**src/touch_adc_gpio_upper_control_note_end.sv**
```systemverilog
`timescale 1ns/1ps
```
**src/pin_ctrl_pkg.sv**
```systemverilog
package pin_ctrl_pkg;
    // extended write word: [15:12] prefix, [11:8] register, [7:0] data
    localparam logic [3:0] WR_EXT_PREFIX      = 4'hF;
    localparam int         WR_PREFIX_MSB      = 15;
    localparam int         WR_PREFIX_LSB      = 12;
    localparam int         WR_ADDR_MSB        = 11;
    localparam int         WR_ADDR_LSB        = 8;
    localparam int         WR_DATA_MSB        = 7;
    localparam logic [3:0] WR_ADDR_CTRL_UPPER = 4'h1;
    localparam logic [3:0] WR_ADDR_PIN_DATA   = 4'h2;

    // read addresses
    localparam logic [4:0] RD_ADDR_CTRL_UPPER = 5'h1C;
    localparam logic [4:0] RD_ADDR_PIN_DATA   = 5'h1D;

    // pin_control_upper fields
    localparam int PIN4_ALERT_ENABLE    = 0;
    localparam int PIN4_DIRECTION       = 1;
    localparam int PIN4_POLARITY        = 2;
    localparam int PIN3_ALERT_ENABLE    = 4;
    localparam int PIN3_DIRECTION       = 5;
    localparam int PIN3_POLARITY        = 6;
    localparam int PIN3_FUNCTION_SELECT = 7;

    // pin_data fields
    localparam int PIN4_DATA_BIT = 4;
    localparam int PIN3_DATA_BIT = 5;
    localparam int PIN2_DATA_BIT = 6;
    localparam int PIN1_DATA_BIT = 7;

    // implemented bits and reset values
    localparam logic [7:0] CTRL_UPPER_MASK  = 8'hF7;
    localparam logic [7:0] PIN_DATA_MASK    = 8'hF0;
    localparam logic [7:0] CTRL_UPPER_RESET = 8'h00;
    localparam logic [7:0] PIN_DATA_RESET   = 8'h00;
endpackage : pin_ctrl_pkg

```
**src/touch_adc_gpio_upper_control.sv**
```systemverilog
`timescale 1ns/1ps
module touch_adc_gpio_upper_control
    import pin_ctrl_pkg::*;
(
    input  wire logic        clk,
    input  wire logic        rst,
    input  wire logic        wrValid,
    input  wire logic [15:0] wrWord,
    input  wire logic        rdReq,
    input  wire logic [4:0]  rdAddr,
    output logic             rdAck,
    output logic [7:0]       rdData,
    input  wire logic        pin3In,
    output logic             pin3Out,
    output logic             pin3Oe,
    input  wire logic        pin4In,
    output logic             pin4Out,
    output logic             pin4Oe,
    output logic             pin3IsDigital,
    output logic             pin1DataBit,
    output logic             pin2DataBit,
    output logic             alertOut
);

    logic [7:0] ctrl_ff;
    logic [7:0] data_ff;
    logic [7:0] nxt_data;
    logic       rdAck_ff;
    logic [7:0] rdData_ff;
    logic       pin3Out_ff;
    logic       pin3Oe_ff;
    logic       pin4Out_ff;
    logic       pin4Oe_ff;
    logic       alert_ff;
    logic       extWrite;
    logic       wrCtrl;
    logic       wrData;
    logic       pin3Digital;
    logic       pin3Input;
    logic       pin4Input;
    logic       pin3Alert;
    logic       pin4Alert;

    // level seen by the pin for a data bit, after polarity
    function automatic logic applyPolarity(input logic value, input logic activeHigh);
        applyPolarity = activeHigh ? value : ~value;
    endfunction : applyPolarity

    // only words carrying the extended prefix reach these registers
    assign extWrite = wrValid
                    && (wrWord[WR_PREFIX_MSB:WR_PREFIX_LSB] == WR_EXT_PREFIX);
    assign wrCtrl   = extWrite && (wrWord[WR_ADDR_MSB:WR_ADDR_LSB] == WR_ADDR_CTRL_UPPER);
    assign wrData   = extWrite && (wrWord[WR_ADDR_MSB:WR_ADDR_LSB] == WR_ADDR_PIN_DATA);

    // pin modes decoded from the control register
    assign pin3Digital = ctrl_ff[PIN3_FUNCTION_SELECT];
    assign pin3Input   = pin3Digital && ctrl_ff[PIN3_DIRECTION];
    assign pin4Input   = ctrl_ff[PIN4_DIRECTION];

    // control register; unused bit 3 never stores
    always_ff @(posedge clk or posedge rst) begin
        if (rst) begin
            ctrl_ff <= CTRL_UPPER_RESET;
        end else if (wrCtrl) begin
            ctrl_ff <= wrWord[WR_DATA_MSB:0] & CTRL_UPPER_MASK;
        end
    end

    // data register: inputs own their bit, so host writes to it are dropped
    always_comb begin
        nxt_data = data_ff;
        if (wrData) begin
            nxt_data = wrWord[WR_DATA_MSB:0];
        end
        if (pin4Input) begin
            nxt_data[PIN4_DATA_BIT] = applyPolarity(pin4In, ctrl_ff[PIN4_POLARITY]);
        end
        if (pin3Input) begin
            nxt_data[PIN3_DATA_BIT] = applyPolarity(pin3In, ctrl_ff[PIN3_POLARITY]);
        end
        nxt_data = nxt_data & PIN_DATA_MASK;
    end

    always_ff @(posedge clk or posedge rst) begin
        if (rst) begin
            data_ff <= PIN_DATA_RESET;
        end else begin
            data_ff <= nxt_data;
        end
    end

    // pin drivers; analog mode keeps pin three undriven
    always_ff @(posedge clk or posedge rst) begin
        if (rst) begin
            pin3Out_ff <= 1'b0;
            pin3Oe_ff  <= 1'b0;
            pin4Out_ff <= 1'b0;
            pin4Oe_ff  <= 1'b0;
        end else begin
            pin4Oe_ff  <= ~pin4Input;
            pin4Out_ff <= applyPolarity(data_ff[PIN4_DATA_BIT], ctrl_ff[PIN4_POLARITY]);
            pin3Oe_ff  <= pin3Digital && ~ctrl_ff[PIN3_DIRECTION];
            pin3Out_ff <= applyPolarity(data_ff[PIN3_DATA_BIT], ctrl_ff[PIN3_POLARITY]);
        end
    end

    // alert sources: enabled inputs whose data bit shows the active level
    assign pin4Alert = ctrl_ff[PIN4_ALERT_ENABLE] && pin4Input && data_ff[PIN4_DATA_BIT];
    assign pin3Alert = ctrl_ff[PIN3_ALERT_ENABLE] && pin3Input && data_ff[PIN3_DATA_BIT];

    always_ff @(posedge clk or posedge rst) begin
        if (rst) begin
            alert_ff <= 1'b0;
        end else begin
            alert_ff <= pin4Alert || pin3Alert;
        end
    end

    // read port, one cycle latency; unmapped addresses answer zero
    always_ff @(posedge clk or posedge rst) begin
        if (rst) begin
            rdAck_ff  <= 1'b0;
            rdData_ff <= 8'h00;
        end else begin
            rdAck_ff <= rdReq;
            if (rdReq) begin
                case (rdAddr)
                    RD_ADDR_CTRL_UPPER: rdData_ff <= ctrl_ff;
                    RD_ADDR_PIN_DATA:   rdData_ff <= data_ff;
                    default:            rdData_ff <= 8'h00;
                endcase
            end
        end
    end

    assign rdAck         = rdAck_ff;
    assign rdData        = rdData_ff;
    assign pin3Out       = pin3Out_ff;
    assign pin3Oe        = pin3Oe_ff;
    assign pin4Out       = pin4Out_ff;
    assign pin4Oe        = pin4Oe_ff;
    assign pin3IsDigital = ctrl_ff[PIN3_FUNCTION_SELECT];
    assign pin1DataBit   = data_ff[PIN1_DATA_BIT];
    assign pin2DataBit   = data_ff[PIN2_DATA_BIT];
    assign alertOut      = alert_ff;
endmodule : touch_adc_gpio_upper_control

```
**config.mk**
```make
export PLATFORM = sky130hd
export DESIGN_NAME = touch_adc_gpio_upper_control
export DESIGN_NICKNAME = d
export VERILOG_FILES = /design/src/touch_adc_gpio_upper_control_note_end.sv /design/src/pin_ctrl_pkg.sv /design/src/touch_adc_gpio_upper_control.sv
export SDC_FILE = /design/constraint.sdc
export NUM_CORES = 1
export LEC_CHECK = 0
export BUFFER_PORTS_ARGS = -buffer_cell sky130_fd_sc_hd__buf_2
export CORE_AREA = 2 2 52 54
export DETAILED_ROUTE_END_ITERATION = 12
export DIE_AREA = 0 0 54 56
export PLACE_DENSITY = 0.75
export SYNTH_ARGS = -nofsm -noshare
export SYNTH_HDL_FRONTEND = slang
export SYNTH_SLANG_ARGS = --single-unit
```
**constraint.sdc**
```tcl
create_clock -name clk -period 2.03 [get_ports clk]
set_input_delay 0.203 -clock clk [delete_from_list [all_inputs] [get_ports clk]]
set_output_delay 0.203 -clock clk [all_outputs]
set_load 0.01 [all_outputs]
```
Word level (Yosys, flattened, before mapping)
Index checks and enable logic that the tools add are counted.
Operators by class
  equal/unequal tests: 5
  multiplexer cells: 8
  bitwise gates (word level): 6
  reduce and logical (&&, ||, !) cells: 12
Operators with widths (number)
  case mux 8 bit (2 select lines): 1
  equality test 5 bit (second input constant): 2
  logical AND 1 bit: 9
  2-to-1 mux 1 bit: 6
  2-to-1 mux 6 bit: 1
  inverter 1 bit: 6
  equality test 4 x 1 -> 1 bit (second input constant): 1
  equality test 4 x 2 -> 1 bit (second input constant): 1
  equality test 4 bit (second input constant): 1
  nonzero test 2 bit: 2
  logical OR 1 bit: 1
Storage, ports and cells
  bits in registers: 25
  bits of input ports: 27
  output and inout bits: 17
  word-level logic and storage cells: 42

Depth between registers and ports, before layout
Gate-level depths: netlist (run 1).
  depth in word-level cells: 5
  mapped depth: 4
  depth with buffers taken out: 3

Least setup slack after synthesis (run 1)
Ideal clock, no wire load.
  path kind: in2reg
  start: input port wrWord[10]
  end: register ctrl_ff[0]
  library setup time: 0.125 ns
  data arrival time: 1.236 ns
  path slack: 0.670 ns
  stages: 3
  buffers on the path: 0
  path through: nand4bb_4 > nor4b_4 > mux2_2
On the way
  cells in the longest elaborated chain, start to end: 2
RTL lines
  start, declared: line touch_adc_gpio_upper_control.sv:8  | input wire logic [15:0] wrWord,
  equality test 4 x 1 -> 1 bit: line touch_adc_gpio_upper_control.sv:52  | assign wrCtrl = extWrite && (wrWord[WR_ADDR_MSB:WR_ADDR_LSB] == WR_ADDR_CTRL_UPPER);
  logical AND 1 bit: line touch_adc_gpio_upper_control.sv:52
  end signal, assigned: line touch_adc_gpio_upper_control.sv:65  | ctrl_ff <= wrWord[WR_DATA_MSB:0] & CTRL_UPPER_MASK;
  end, declared: line touch_adc_gpio_upper_control.sv:25  | logic [7:0] ctrl_ff;
No other way between the ends.
A chain may end at the register's enable or synchronous reset.

Worst setup path after layout (run 1)
  start: register ctrl_ff[5]
  end: register data_ff[5]
On the way
  cells in the longest elaborated chain, start to end: 2
RTL lines
  logical AND 1 bit *: line touch_adc_gpio_upper_control.sv:57  | assign pin3Input = pin3Digital && ctrl_ff[PIN3_DIRECTION];
  2-to-1 mux 1 bit or nonzero test 2 bit (tied branches)
  end signal, assigned: line touch_adc_gpio_upper_control.sv:88  | data_ff <= nxt_data;
  end, declared: line touch_adc_gpio_upper_control.sv:26  | logic [7:0] data_ff;
Mark *: on every way between the ends. The rest lies on a longest branch, timed or not.

==> impl_metrics.env, run 1 <==
export IMPL_status="complete, no violations"
export IMPL_holdBufCountCts=0
export IMPL_syn_to_final_growth_pct=24.9
export IMPL_synth_top_area_share=0.558
export IMPL_rrSetupSlack_ns=0.60
export IMPL_firstDrtPassIters=4
export IMPL_multi_input_area_um2=438
export IMPL_setup_slack_ns=0.602
export IMPL_fin_setup_tns_ns=0
export IMPL_seq_area_um2=601
export IMPL_crit_arrival_ns=1.65
export IMPL_synth_area_um2=1080
export IMPL_path_cells="a21oi_1 > or4b_2 > o311a_1"
export IMPL_clk_pin_slew_ns=0.12
export IMPL_dieArea_um2=3020
export IMPL_gp_congestion=0.727
export IMPL_post_route_min_period_ns=1.43
export IMPL_fp_dieH_um=56
export IMPL_grt_max_degree=25
export IMPL_synth_fp_nets=111
export IMPL_slew_violations=0
export IMPL_finalCritPeriodShare=0.703
export IMPL_synth_edf_count=0
export IMPL_gr_usage_met1=0.180
export IMPL_postCtsSetupBuffers=0
export IMPL_pwr_share_seq=0.588
export IMPL_worstSkewPairLatency_ns=0.32
export IMPL_critical_path_peak_fanout=5
export IMPL_overflow=0
export IMPL_slowest_stage="or4b_2"
export IMPL_required_ns=2.25
export IMPL_cp_top_family="simple AND/OR/NAND/NOR gates"
export IMPL_criticalPathCategory="reg -> reg"
export IMPL_postLayoutCoreUtil=0.552
export IMPL_vias_per_cell=4.88
export IMPL_p_int_uw=693
export IMPL_postSynthAreaPerCell_um2=12.8
export IMPL_synth_cell_types=25
export IMPL_p_switching_uw=229
export IMPL_ant_nets=0
export IMPL_async_flop_share=1.00
export IMPL_start_kind="flip-flop"
export IMPL_grt_pass1_vias=745
export IMPL_dp_hpwl_um=1610
export IMPL_antenna_found_initial=0
export IMPL_drcViolationCount=0
export IMPL_grt_setup_unrepaired="false"
export IMPL_clkPwrFrac=0.272
export IMPL_grt_use_met2=0.244
export IMPL_max_freq_mhz=700
export IMPL_critPathBufInv=0
export IMPL_clock_path_buffers=2
export IMPL_power_density_nw_per_um2=686
export IMPL_slew_headroom=0.437
export IMPL_diodes=0
export IMPL_max_stage_delay_ns=0.60
export IMPL_hold_path_class="in -> async"
export IMPL_yosysTopAreaCell="dfrtp_1"
export IMPL_io_buffers=41
export IMPL_track_usage=0.152
export IMPL_skew_ns=0.00116
export IMPL_p_sw_frac=0.248
export IMPL_pre_cts_slack_ns=0.404
export IMPL_syn_inst=84
export IMPL_synth_most_common_cell="dfrtp_1"
export IMPL_crit_path_end_kind="flip-flop"
export IMPL_synth_main_ff_cell="dfrtp_1"
export IMPL_grt_pass1_wl_um=3350
export IMPL_ys_seq_elements=24
export IMPL_pwr_share_comb=0.141
export IMPL_drtIter0Drc=7
export IMPL_nFillCells=211
export IMPL_synth_warnings=0
export IMPL_routedWlPerCell_um=13.1
export IMPL_numCtsBuffers=3
export IMPL_coreArea_um2=2430
export IMPL_tightest_slew_ns=0.843
export IMPL_fin_nets=154
export IMPL_cts_tree="done"
export IMPL_layout_drive_gt1_share=0.500
export IMPL_ir_drop_v=0.000306
export IMPL_initial_utilization=0.442
export IMPL_root_buffer="clkbuf_4"
export IMPL_postCtsResizedCells=0
export IMPL_grt_util_met3=0.0323
export IMPL_cap_violations=0
export IMPL_wl_um=2040
export IMPL_synth_common_cells="dfrtp_1 (24), mux2_2 (13), mux2i_1 (7), inv_1 (5), nand2_1 (5)"
export IMPL_die_w_um=54
export IMPL_synthTopCellsByArea="dfrtp_1 (56%), mux2_2 (14%), mux2i_1 (6.5%), nand4bb_4 (2.6%), xnor2_1 (2.4%)"
export IMPL_cellLeakagePower_nw=0.684
export IMPL_io_pins=44
export IMPL_busiest_layer="met2"
export IMPL_hold_violations=0
export IMPL_yosysSeqAreaShare=0.558
export IMPL_h_tree_depth=1
export IMPL_row_count=18
export IMPL_setup_viol=0
export IMPL_vias=762
export IMPL_clock_sinks=24
[kinds of logic after synthesis]
| group | share of synthesized area |
|---|---|
| buffers and inverters | 0.0349 |
| muxes | 0.201 |
| AOI/OAI and AO/OA | 0.0314 |
| DFF | 0.558 |
| other | 0.00349 |
| and+or+nand+nor | 0.138 |
| xor gates and xnor gates | 0.0326 |
[sequential cells by signal, indices dropped and copies added, names as in the netlist]
name	flops
pin4Oe	1
ctrl_ff	7
rdData	7
pin4Out	1
alertOut	1
pin3Out	1
rdAck	1
pin3Oe	1
data_ff	4
[power by group through the flow]
stage	clock network, mW	logic (mW)	registers, mW
final	0.250	0.130	0.542
after global routing	0.270	0.143	0.547
after CTS	0.252	0.132	0.542
after detailed placement	0	0.132	0.551
after global placement	0	0.127	0.551
after floorplan	0	0.0687	0.556
[layout by cell type, fill, tap and decap left out, drive strengths merged]
cell type and n:
and2 1, nand2b 1, nand4b 1, nor2b 1, clkbuf 4, xnor2 3, or2 1, o311a 1
conb 1, mux2i 7, nor2 4, a21oi 1, or4b 1, nor3 1, o22ai 3, inv 5
nand4bb 1, nand2 5, dfrtp 24, mux2 13, xor2 1, buf 42, nand3 3, nor4b 1
[stage by stage]
stage	std cells	total power [mW]	area (um2)	hold WS, ns
floorplan	84	0.625	1080	0.218
global placement	152	0.678	1310	0.408
detailed placement	152	0.683	1310	0.421
CTS	156	0.926	1340	0.0735
global route	156	0.960	1340	0.0959
finish	156	0.922	1340	0.0274
[final timing paths]
kind                            start         end  depth (start not counted)
max in group asynchronous         rst     pin3Out                          2
min                               rst   rdData[2]                          2
min in group clk                rdReq       rdAck                          1
max                        ctrl_ff[5]  data_ff[5]                          3
min reg2reg                 rdData[6]   rdData[6]                          1
max reg2reg                ctrl_ff[5]  data_ff[5]                          3
[area by class of cell]
type                    instances  area share
flip-flops and latches         24       0.447
multi-input cells              51       0.326
repair buffers                 42       0.158
well taps                      30      0.0279
clock buffers                   4      0.0270
inverters                       5      0.0140
[metal layers]
layer	share of wire	up-vias	routed length (um)
met5	0	-	0
met4	0.026	0	53
met3	0.069	5	142
met2	0.48	28	986
met1	0.42	358	862
li1	-	371	-
No activity file was read; power rests on OpenSTA's default activity.
==> run 2: changes to the inputs <==
Settings changed: ABC_AREA from default to 1, CORE_AREA 2 2 52 54 to 2 2 40 78, DIE_AREA 0 0 54 56 to 0 0 42 80, PLACE_DENSITY 0.75 to 0.71.
Clock period 2.03 ns to 1.3 ns, I/O delays scaled along.
==> run 2 against run 1 <==
Effect of this change:
- critical path depth is 2 lower
- clock skew is 0.0021 ns higher
- setup slack worse by 0.30 ns
- hold slack better by 0.048 ns
- combinational power is 51% higher
- clock power is 95% higher
- via count is 26% higher
- sequential share of layout area is 1.6 points lower
- final cell count is 27% higher
- design area is 3.6% higher
- wire length is 4.4% higher
- critical path type is now reg -> out
==> impl_metrics.env, run 2 <==
export IMPL_status="complete, no violations"
export IMPL_final_common_cell="nand2_1"
export IMPL_diodes=0
export IMPL_route_met3_wl_um=124
export IMPL_drcViolationCount=0
export IMPL_clock_path_buffers=2
export IMPL_skew_ns=0.00326
export IMPL_yosysSeqAreaShare=0.550
export IMPL_postCtsResizedCells=0
export IMPL_synth_main_ff_cell="dfrtp_1"
export IMPL_gp_congestion=0.804
export IMPL_syn_to_final_growth_pct=27.6
export IMPL_h_tree_depth=1
export IMPL_async_flop_share=1.00
export IMPL_vias_per_cell=4.83
export IMPL_yosysTopAreaCell="dfrtp_1"
export IMPL_synth_area_um2=1090
export IMPL_hold_violations=0
export IMPL_worstSkewPairLatency_ns=0.26
export IMPL_top_layer="met4"
export IMPL_grt_pass1_wl_um=3550
export IMPL_clock_sinks=24
export IMPL_fin_nets=197
export IMPL_root_buffer="clkbuf_8"
export IMPL_synth_top_area_share=0.550
export IMPL_start_kind="flip-flop"
export IMPL_fin_setup_tns_ns=0
export IMPL_wl_met2_um=1170
export IMPL_cellLeakagePower_nw=0.776
export IMPL_routedWlPerCell_um=10.8
export IMPL_grt_max_degree=25
export IMPL_coreArea_um2=2740
export IMPL_overflow=0
export IMPL_grt_pass1_vias=867
export IMPL_firstDrtPassIters=4
export IMPL_wl_um=2130
export IMPL_power_density_nw_per_um2=1090
export IMPL_max_stage_delay_ns=0.45
export IMPL_layout_drive_gt1_share=0.331
export IMPL_slew_violations=0
export IMPL_io_buffers=41
export IMPL_grt_setup_unrepaired="false"
export IMPL_cap_violations=0
export IMPL_ir_drop_v=0.000532
export IMPL_layout_common_cells="nand2_1 (43), buf_2 (41), dfrtp_1 (24)"
export IMPL_met1_length_um=814
export IMPL_vias=957
export IMPL_required_ns=1.17
export IMPL_critPathBufInv=1
export IMPL_criticalPathCategory="reg -> out"
export IMPL_synthTopCellsByArea="dfrtp_1 (55%), nand2_1 (15%), nand3_1 (7.3%), inv_1 (3.4%), nand4_1 (3.4%)"
export IMPL_synth_fp_nets=151
export IMPL_cts_tree="done"
export IMPL_postLayoutCoreUtil=0.509
export IMPL_holdBufCountCts=1
export IMPL_ant_nets=0
export IMPL_finalCritPeriodShare=0.771
export IMPL_synth_warnings=0
export IMPL_crit_arrival_ns=0.87
export IMPL_die_w_um=42
export IMPL_postCtsSetupBuffers=0
export IMPL_clk_pin_slew_ns=0.08
export IMPL_slowest_stage="dfrtp_1"
export IMPL_numCtsBuffers=3
export IMPL_drtIter0Drc=29
export IMPL_ys_seq_elements=24
export IMPL_io_pins=44
export IMPL_setup_viol=0
export IMPL_hold_path_class="in -> reg"
export IMPL_track_usage=0.138
export IMPL_syn_inst=124
export IMPL_postSynthAreaPerCell_um2=8.80
export IMPL_initial_utilization=0.399
export IMPL_post_route_min_period_ns=1.00
export IMPL_path_cells="buf_2"
export IMPL_dieArea_um2=3360
export IMPL_synth_edf_count=0
export IMPL_max_freq_mhz=998
export IMPL_synth_most_common_cell="nand2_1"
export IMPL_cp_top_family="flip-flops"
export IMPL_fp_dieH_um=80
export IMPL_synth_cell_types=19
export IMPL_dp_hpwl_um=1720
export IMPL_critical_path_peak_fanout=6
export IMPL_synth_common_cells="nand2_1 (43), dfrtp_1 (24), nand3_1 (16), inv_1 (10), nand4_1 (6)"
export IMPL_antenna_found_initial=0
export IMPL_crit_path_end_kind="output pin"
export IMPL_row_count=27
run 2: path summary, 6_finish.rpt:
path,start,end,slack (ns),cells past startpoint
max,ctrl_ff[7],pin3IsDigital,0.30,1
min,rdReq,rdAck,0.08,1
max reg2reg,ctrl_ff[7],data_ff[5],0.42,3
min reg2reg,rdData[5],rdData[5],0.48,2
max in group asynchronous,rst,rdData[4],0.63,4
min in group asynchronous,rst,rdData[2],0.45,4
run 2: metrics by stage:
step / cell area [um2] / hold slack (ns) / cells / setup WS, ns / total power, mW
2_1_floorplan: 1090 / 0.145 / 124 / 0.468 / 0.956
3_3_place_gp: 1330 / 0.175 / 193 / 0.289 / 1.04
3_5_place_dp: 1330 / 0.185 / 193 / 0.270 / 1.05
4_1_cts: 1390 / 0.0747 / 198 / 0.286 / 1.53
5_1_grt: 1390 / 0.0773 / 198 / 0.255 / 1.60
6_report: 1390 / 0.0757 / 198 / 0.298 / 1.52
run 2: logic make-up after synthesis:
kind of cell | Yosys count | synth area share
flops | 24 | 0.550
compound gates | 8 | 0.0436
other cells | 1 | 0.00344
buf+inv | 13 | 0.0493
xor+xnor | 4 | 0.0321
simple gates | 74 | 0.321
run 2: area by class of cell:
cell class                 instances  area, um2
multi-input combinational         87        437
sequential                        24        601
timing repair buffer              43        223
fill                             282       1340
tap                               29       36.3
clock buffer                       4       55.1
inverter                          11       41.3
run 2: routing by layer:
layer / up-vias / track usage
li1: 486 / -
met2: 30 / 0.264
met4: 0 / 0.0581
met3: 2 / 0.0249
met1: 439 / 0.140
met5: - / 0
run 2: where the power goes:
part | total (mW) | internal, mW | switching (mW)
logic | 0.196 | 0.0895 | 0.107
clock network | 0.487 | 0.270 | 0.217
registers | 0.837 | 0.797 | 0.0398
==> run 3: changes to the inputs <==
Clock period 1.3 ns to 0.9 ns, I/O delays scaled along.
==> run 3 against run 2 <==
Effect of this change:
- non-clock buffer count up 12
- the flow now finishes with violations (setup timing)
- design area up 7.4%
- clock power up 47%
- combinational power up 63%
- critical endpoint unchanged
- register-to-register slack worse by 0.41 ns
==> impl_metrics.env, run 3 (synthesized netlist as in run 2, its figures left out) <==
export IMPL_drtIter0Drc=23
export IMPL_power_density_nw_per_um2=1500
export IMPL_multi_input_area_um2=439
export IMPL_drcViolationCount=0
export IMPL_die_w_um=42
export IMPL_grt_pass1_vias=927
export IMPL_routedWlPerCell_um=11.0
export IMPL_r2r_cells=5
export IMPL_reg2reg_from="data_ff[7]"
export IMPL_fp_dieH_um=80
export IMPL_antenna_found_initial=0
export IMPL_gp_congestion=0.804
export IMPL_p_int_mw=1.70
export IMPL_syn_to_final_growth_pct=37.0
export IMPL_setup_slack_ns=-0.0816
export IMPL_crit_arrival_ns=0.89
export IMPL_initial_utilization=0.399
export IMPL_finalCritPeriodShare=1.09
export IMPL_clkPwrFrac=0.319
export IMPL_clock_path_buffers=2
export IMPL_pwr_share_comb=0.142
export IMPL_setup_viol=1
export IMPL_nFillCells=253
export IMPL_skew_ns=0.00133
export IMPL_track_usage=0.147
export IMPL_worstSkewPairLatency_ns=0.26
export IMPL_slew_violations=0
export IMPL_io_pins=44
export IMPL_post_route_min_period_ns=0.982
export IMPL_hold_depth=1
export IMPL_diodes=0
export IMPL_p_sw_frac=0.243
export IMPL_grt_max_degree=25
export IMPL_min_to="rdAck"
export IMPL_ir_drop_v=0.000709
export IMPL_required_ns=0.81
export IMPL_overflow=0
export IMPL_layout_drive_gt1_share=0.381
export IMPL_max_freq_mhz=1020
export IMPL_max_stage_delay_ns=0.40
export IMPL_layout_common_cells="nand2_1 (42), buf_2 (40), dfrtp_1 (24)"
export IMPL_dpl_instance_area_um2=1370
export IMPL_critPathMostFrequentCell="buf_6"
export IMPL_failed_checks="setup timing"
export IMPL_vias_per_cell=4.75
export IMPL_io_buffers=41
export IMPL_fin_area_um2=1500
export IMPL_clock_sinks=24
export IMPL_seq_area_um2=601
export IMPL_path_cells="buf_6 > buf_6"
export IMPL_criticalPathCategory="reg -> out"
export IMPL_slowest_stage="dfrtp_1"
export IMPL_cap_violations=0
export IMPL_vias=998
export IMPL_row_count=27
export IMPL_firstDrtPassIters=4
export IMPL_fin_hold_ws_ns=0.0284
export IMPL_fin_nets=209
export IMPL_pwr_share_seq=0.539
export IMPL_grt_pass1_wl_um=3700
export IMPL_crit_path_end_kind="output pin"
export IMPL_r2r_end="rdData[7]"
export IMPL_start_kind="flip-flop"
export IMPL_rrSetupSlack_ns=0.01
export IMPL_grt_setup_unrepaired="true"
export IMPL_coreArea_um2=2740
export IMPL_h_tree_depth=1
export IMPL_final_common_cell="nand2_1"
export IMPL_dieArea_um2=3360
export IMPL_dp_hpwl_um=1830
export IMPL_hold_path_class="in -> reg"
export IMPL_ant_nets=0
export IMPL_worstHoldStart="rdReq"
export IMPL_p_switching_uw=543
export IMPL_root_buffer="clkbuf_8"
export IMPL_critical_path_peak_fanout=2
export IMPL_cts_tree="done"
export IMPL_clk_pin_slew_ns=0.08
export IMPL_numCtsBuffers=3
export IMPL_wl_um=2300
export IMPL_cellLeakagePower_nw=0.843
export IMPL_hold_violations=0
export IMPL_status="finished, violations left"
-- run 3: cell count changes in the layout (fill, tap and decap cells not counted) --
cell     previous run  this run
buf_2              41        40
buf_6               0         2
nand2_1            43        42
nand2_2             2         3
buf_4               1        12
-- run 3: metal layers --
layer / GRT usage / vias to the layer above / routed length, um
li1: - / 509 / -
met1: 0.129 / 449 / 806
met2: 0.284 / 36 / 1310
met3: 0.0226 / 4 / 135
met4: 0.106 / 0 / 45
met5: 0 / - / 0
-- run 3: worst max path at each step --
stage               start       endpoint  slack, ns  depth (start not counted)
5_1_grt        ctrl_ff[7]  pin3IsDigital      -0.11                          2
3_3_place_gp   wrWord[10]     ctrl_ff[6]       0.02                          7
6_report       ctrl_ff[7]  pin3IsDigital      -0.08                          2
3_5_place_dp   wrWord[11]     ctrl_ff[7]    -0.0009                          7
4_1_cts        ctrl_ff[7]  pin3IsDigital      -0.08                          2
2_1_floorplan  ctrl_ff[7]     data_ff[5]        0.1                          3
-- run 3: repair_timing --
item                                   CTS  global route
resized for setup                        2             1
buffers inserted                         4             2
hold buffers                             1             0
pin swaps                                0             1
endpoints found under the hold margin   24             0
setup endpoints to repair                3             5
-- run 3: critical path: cells and delay by family (launching register included) --
family | cells | cell delay (ns)
flip-flops | 1 | 0.40
buffers and inverters | 2 | 0.23
-- run 3: area by class of cell --
cell class | instances | share of cell area
Sequential cell | 24 | 0.402
Multi-Input combinational cell | 87 | 0.294
Timing Repair Buffer | 55 | 0.216
Clock buffer | 4 | 0.0368
Inverter | 11 | 0.0276
Tap cell | 29 | 0.0243
-- run 3: per-stage QoR --
step,setup WS [ns],setup TNS [ns],power (mW),utilization,cells
5_1_grt,-0.112,-0.192,2.33,0.546,210
4_1_cts,-0.0823,-0.0823,2.25,0.540,208
3_5_place_dp,-0.000935,-0.00127,1.53,0.502,199
2_1_floorplan,0.0986,0,1.38,-,124
3_3_place_gp,0.0209,0,1.52,0.502,199
6_report,-0.0816,-0.0816,2.24,0.546,210
-- run 3: power by group through the flow --
| stage | Sequential (mW) | Clock [mW] | Combinational, mW |
|---|---|---|---|
| after detailed placement | 1.23 | 0 | 0.296 |
| after global placement | 1.23 | 0 | 0.286 |
| after global routing | 1.21 | 0.759 | 0.358 |
| final | 1.21 | 0.715 | 0.319 |
| after CTS | 1.21 | 0.725 | 0.320 |
| after floorplan | 1.24 | 0 | 0.140 |
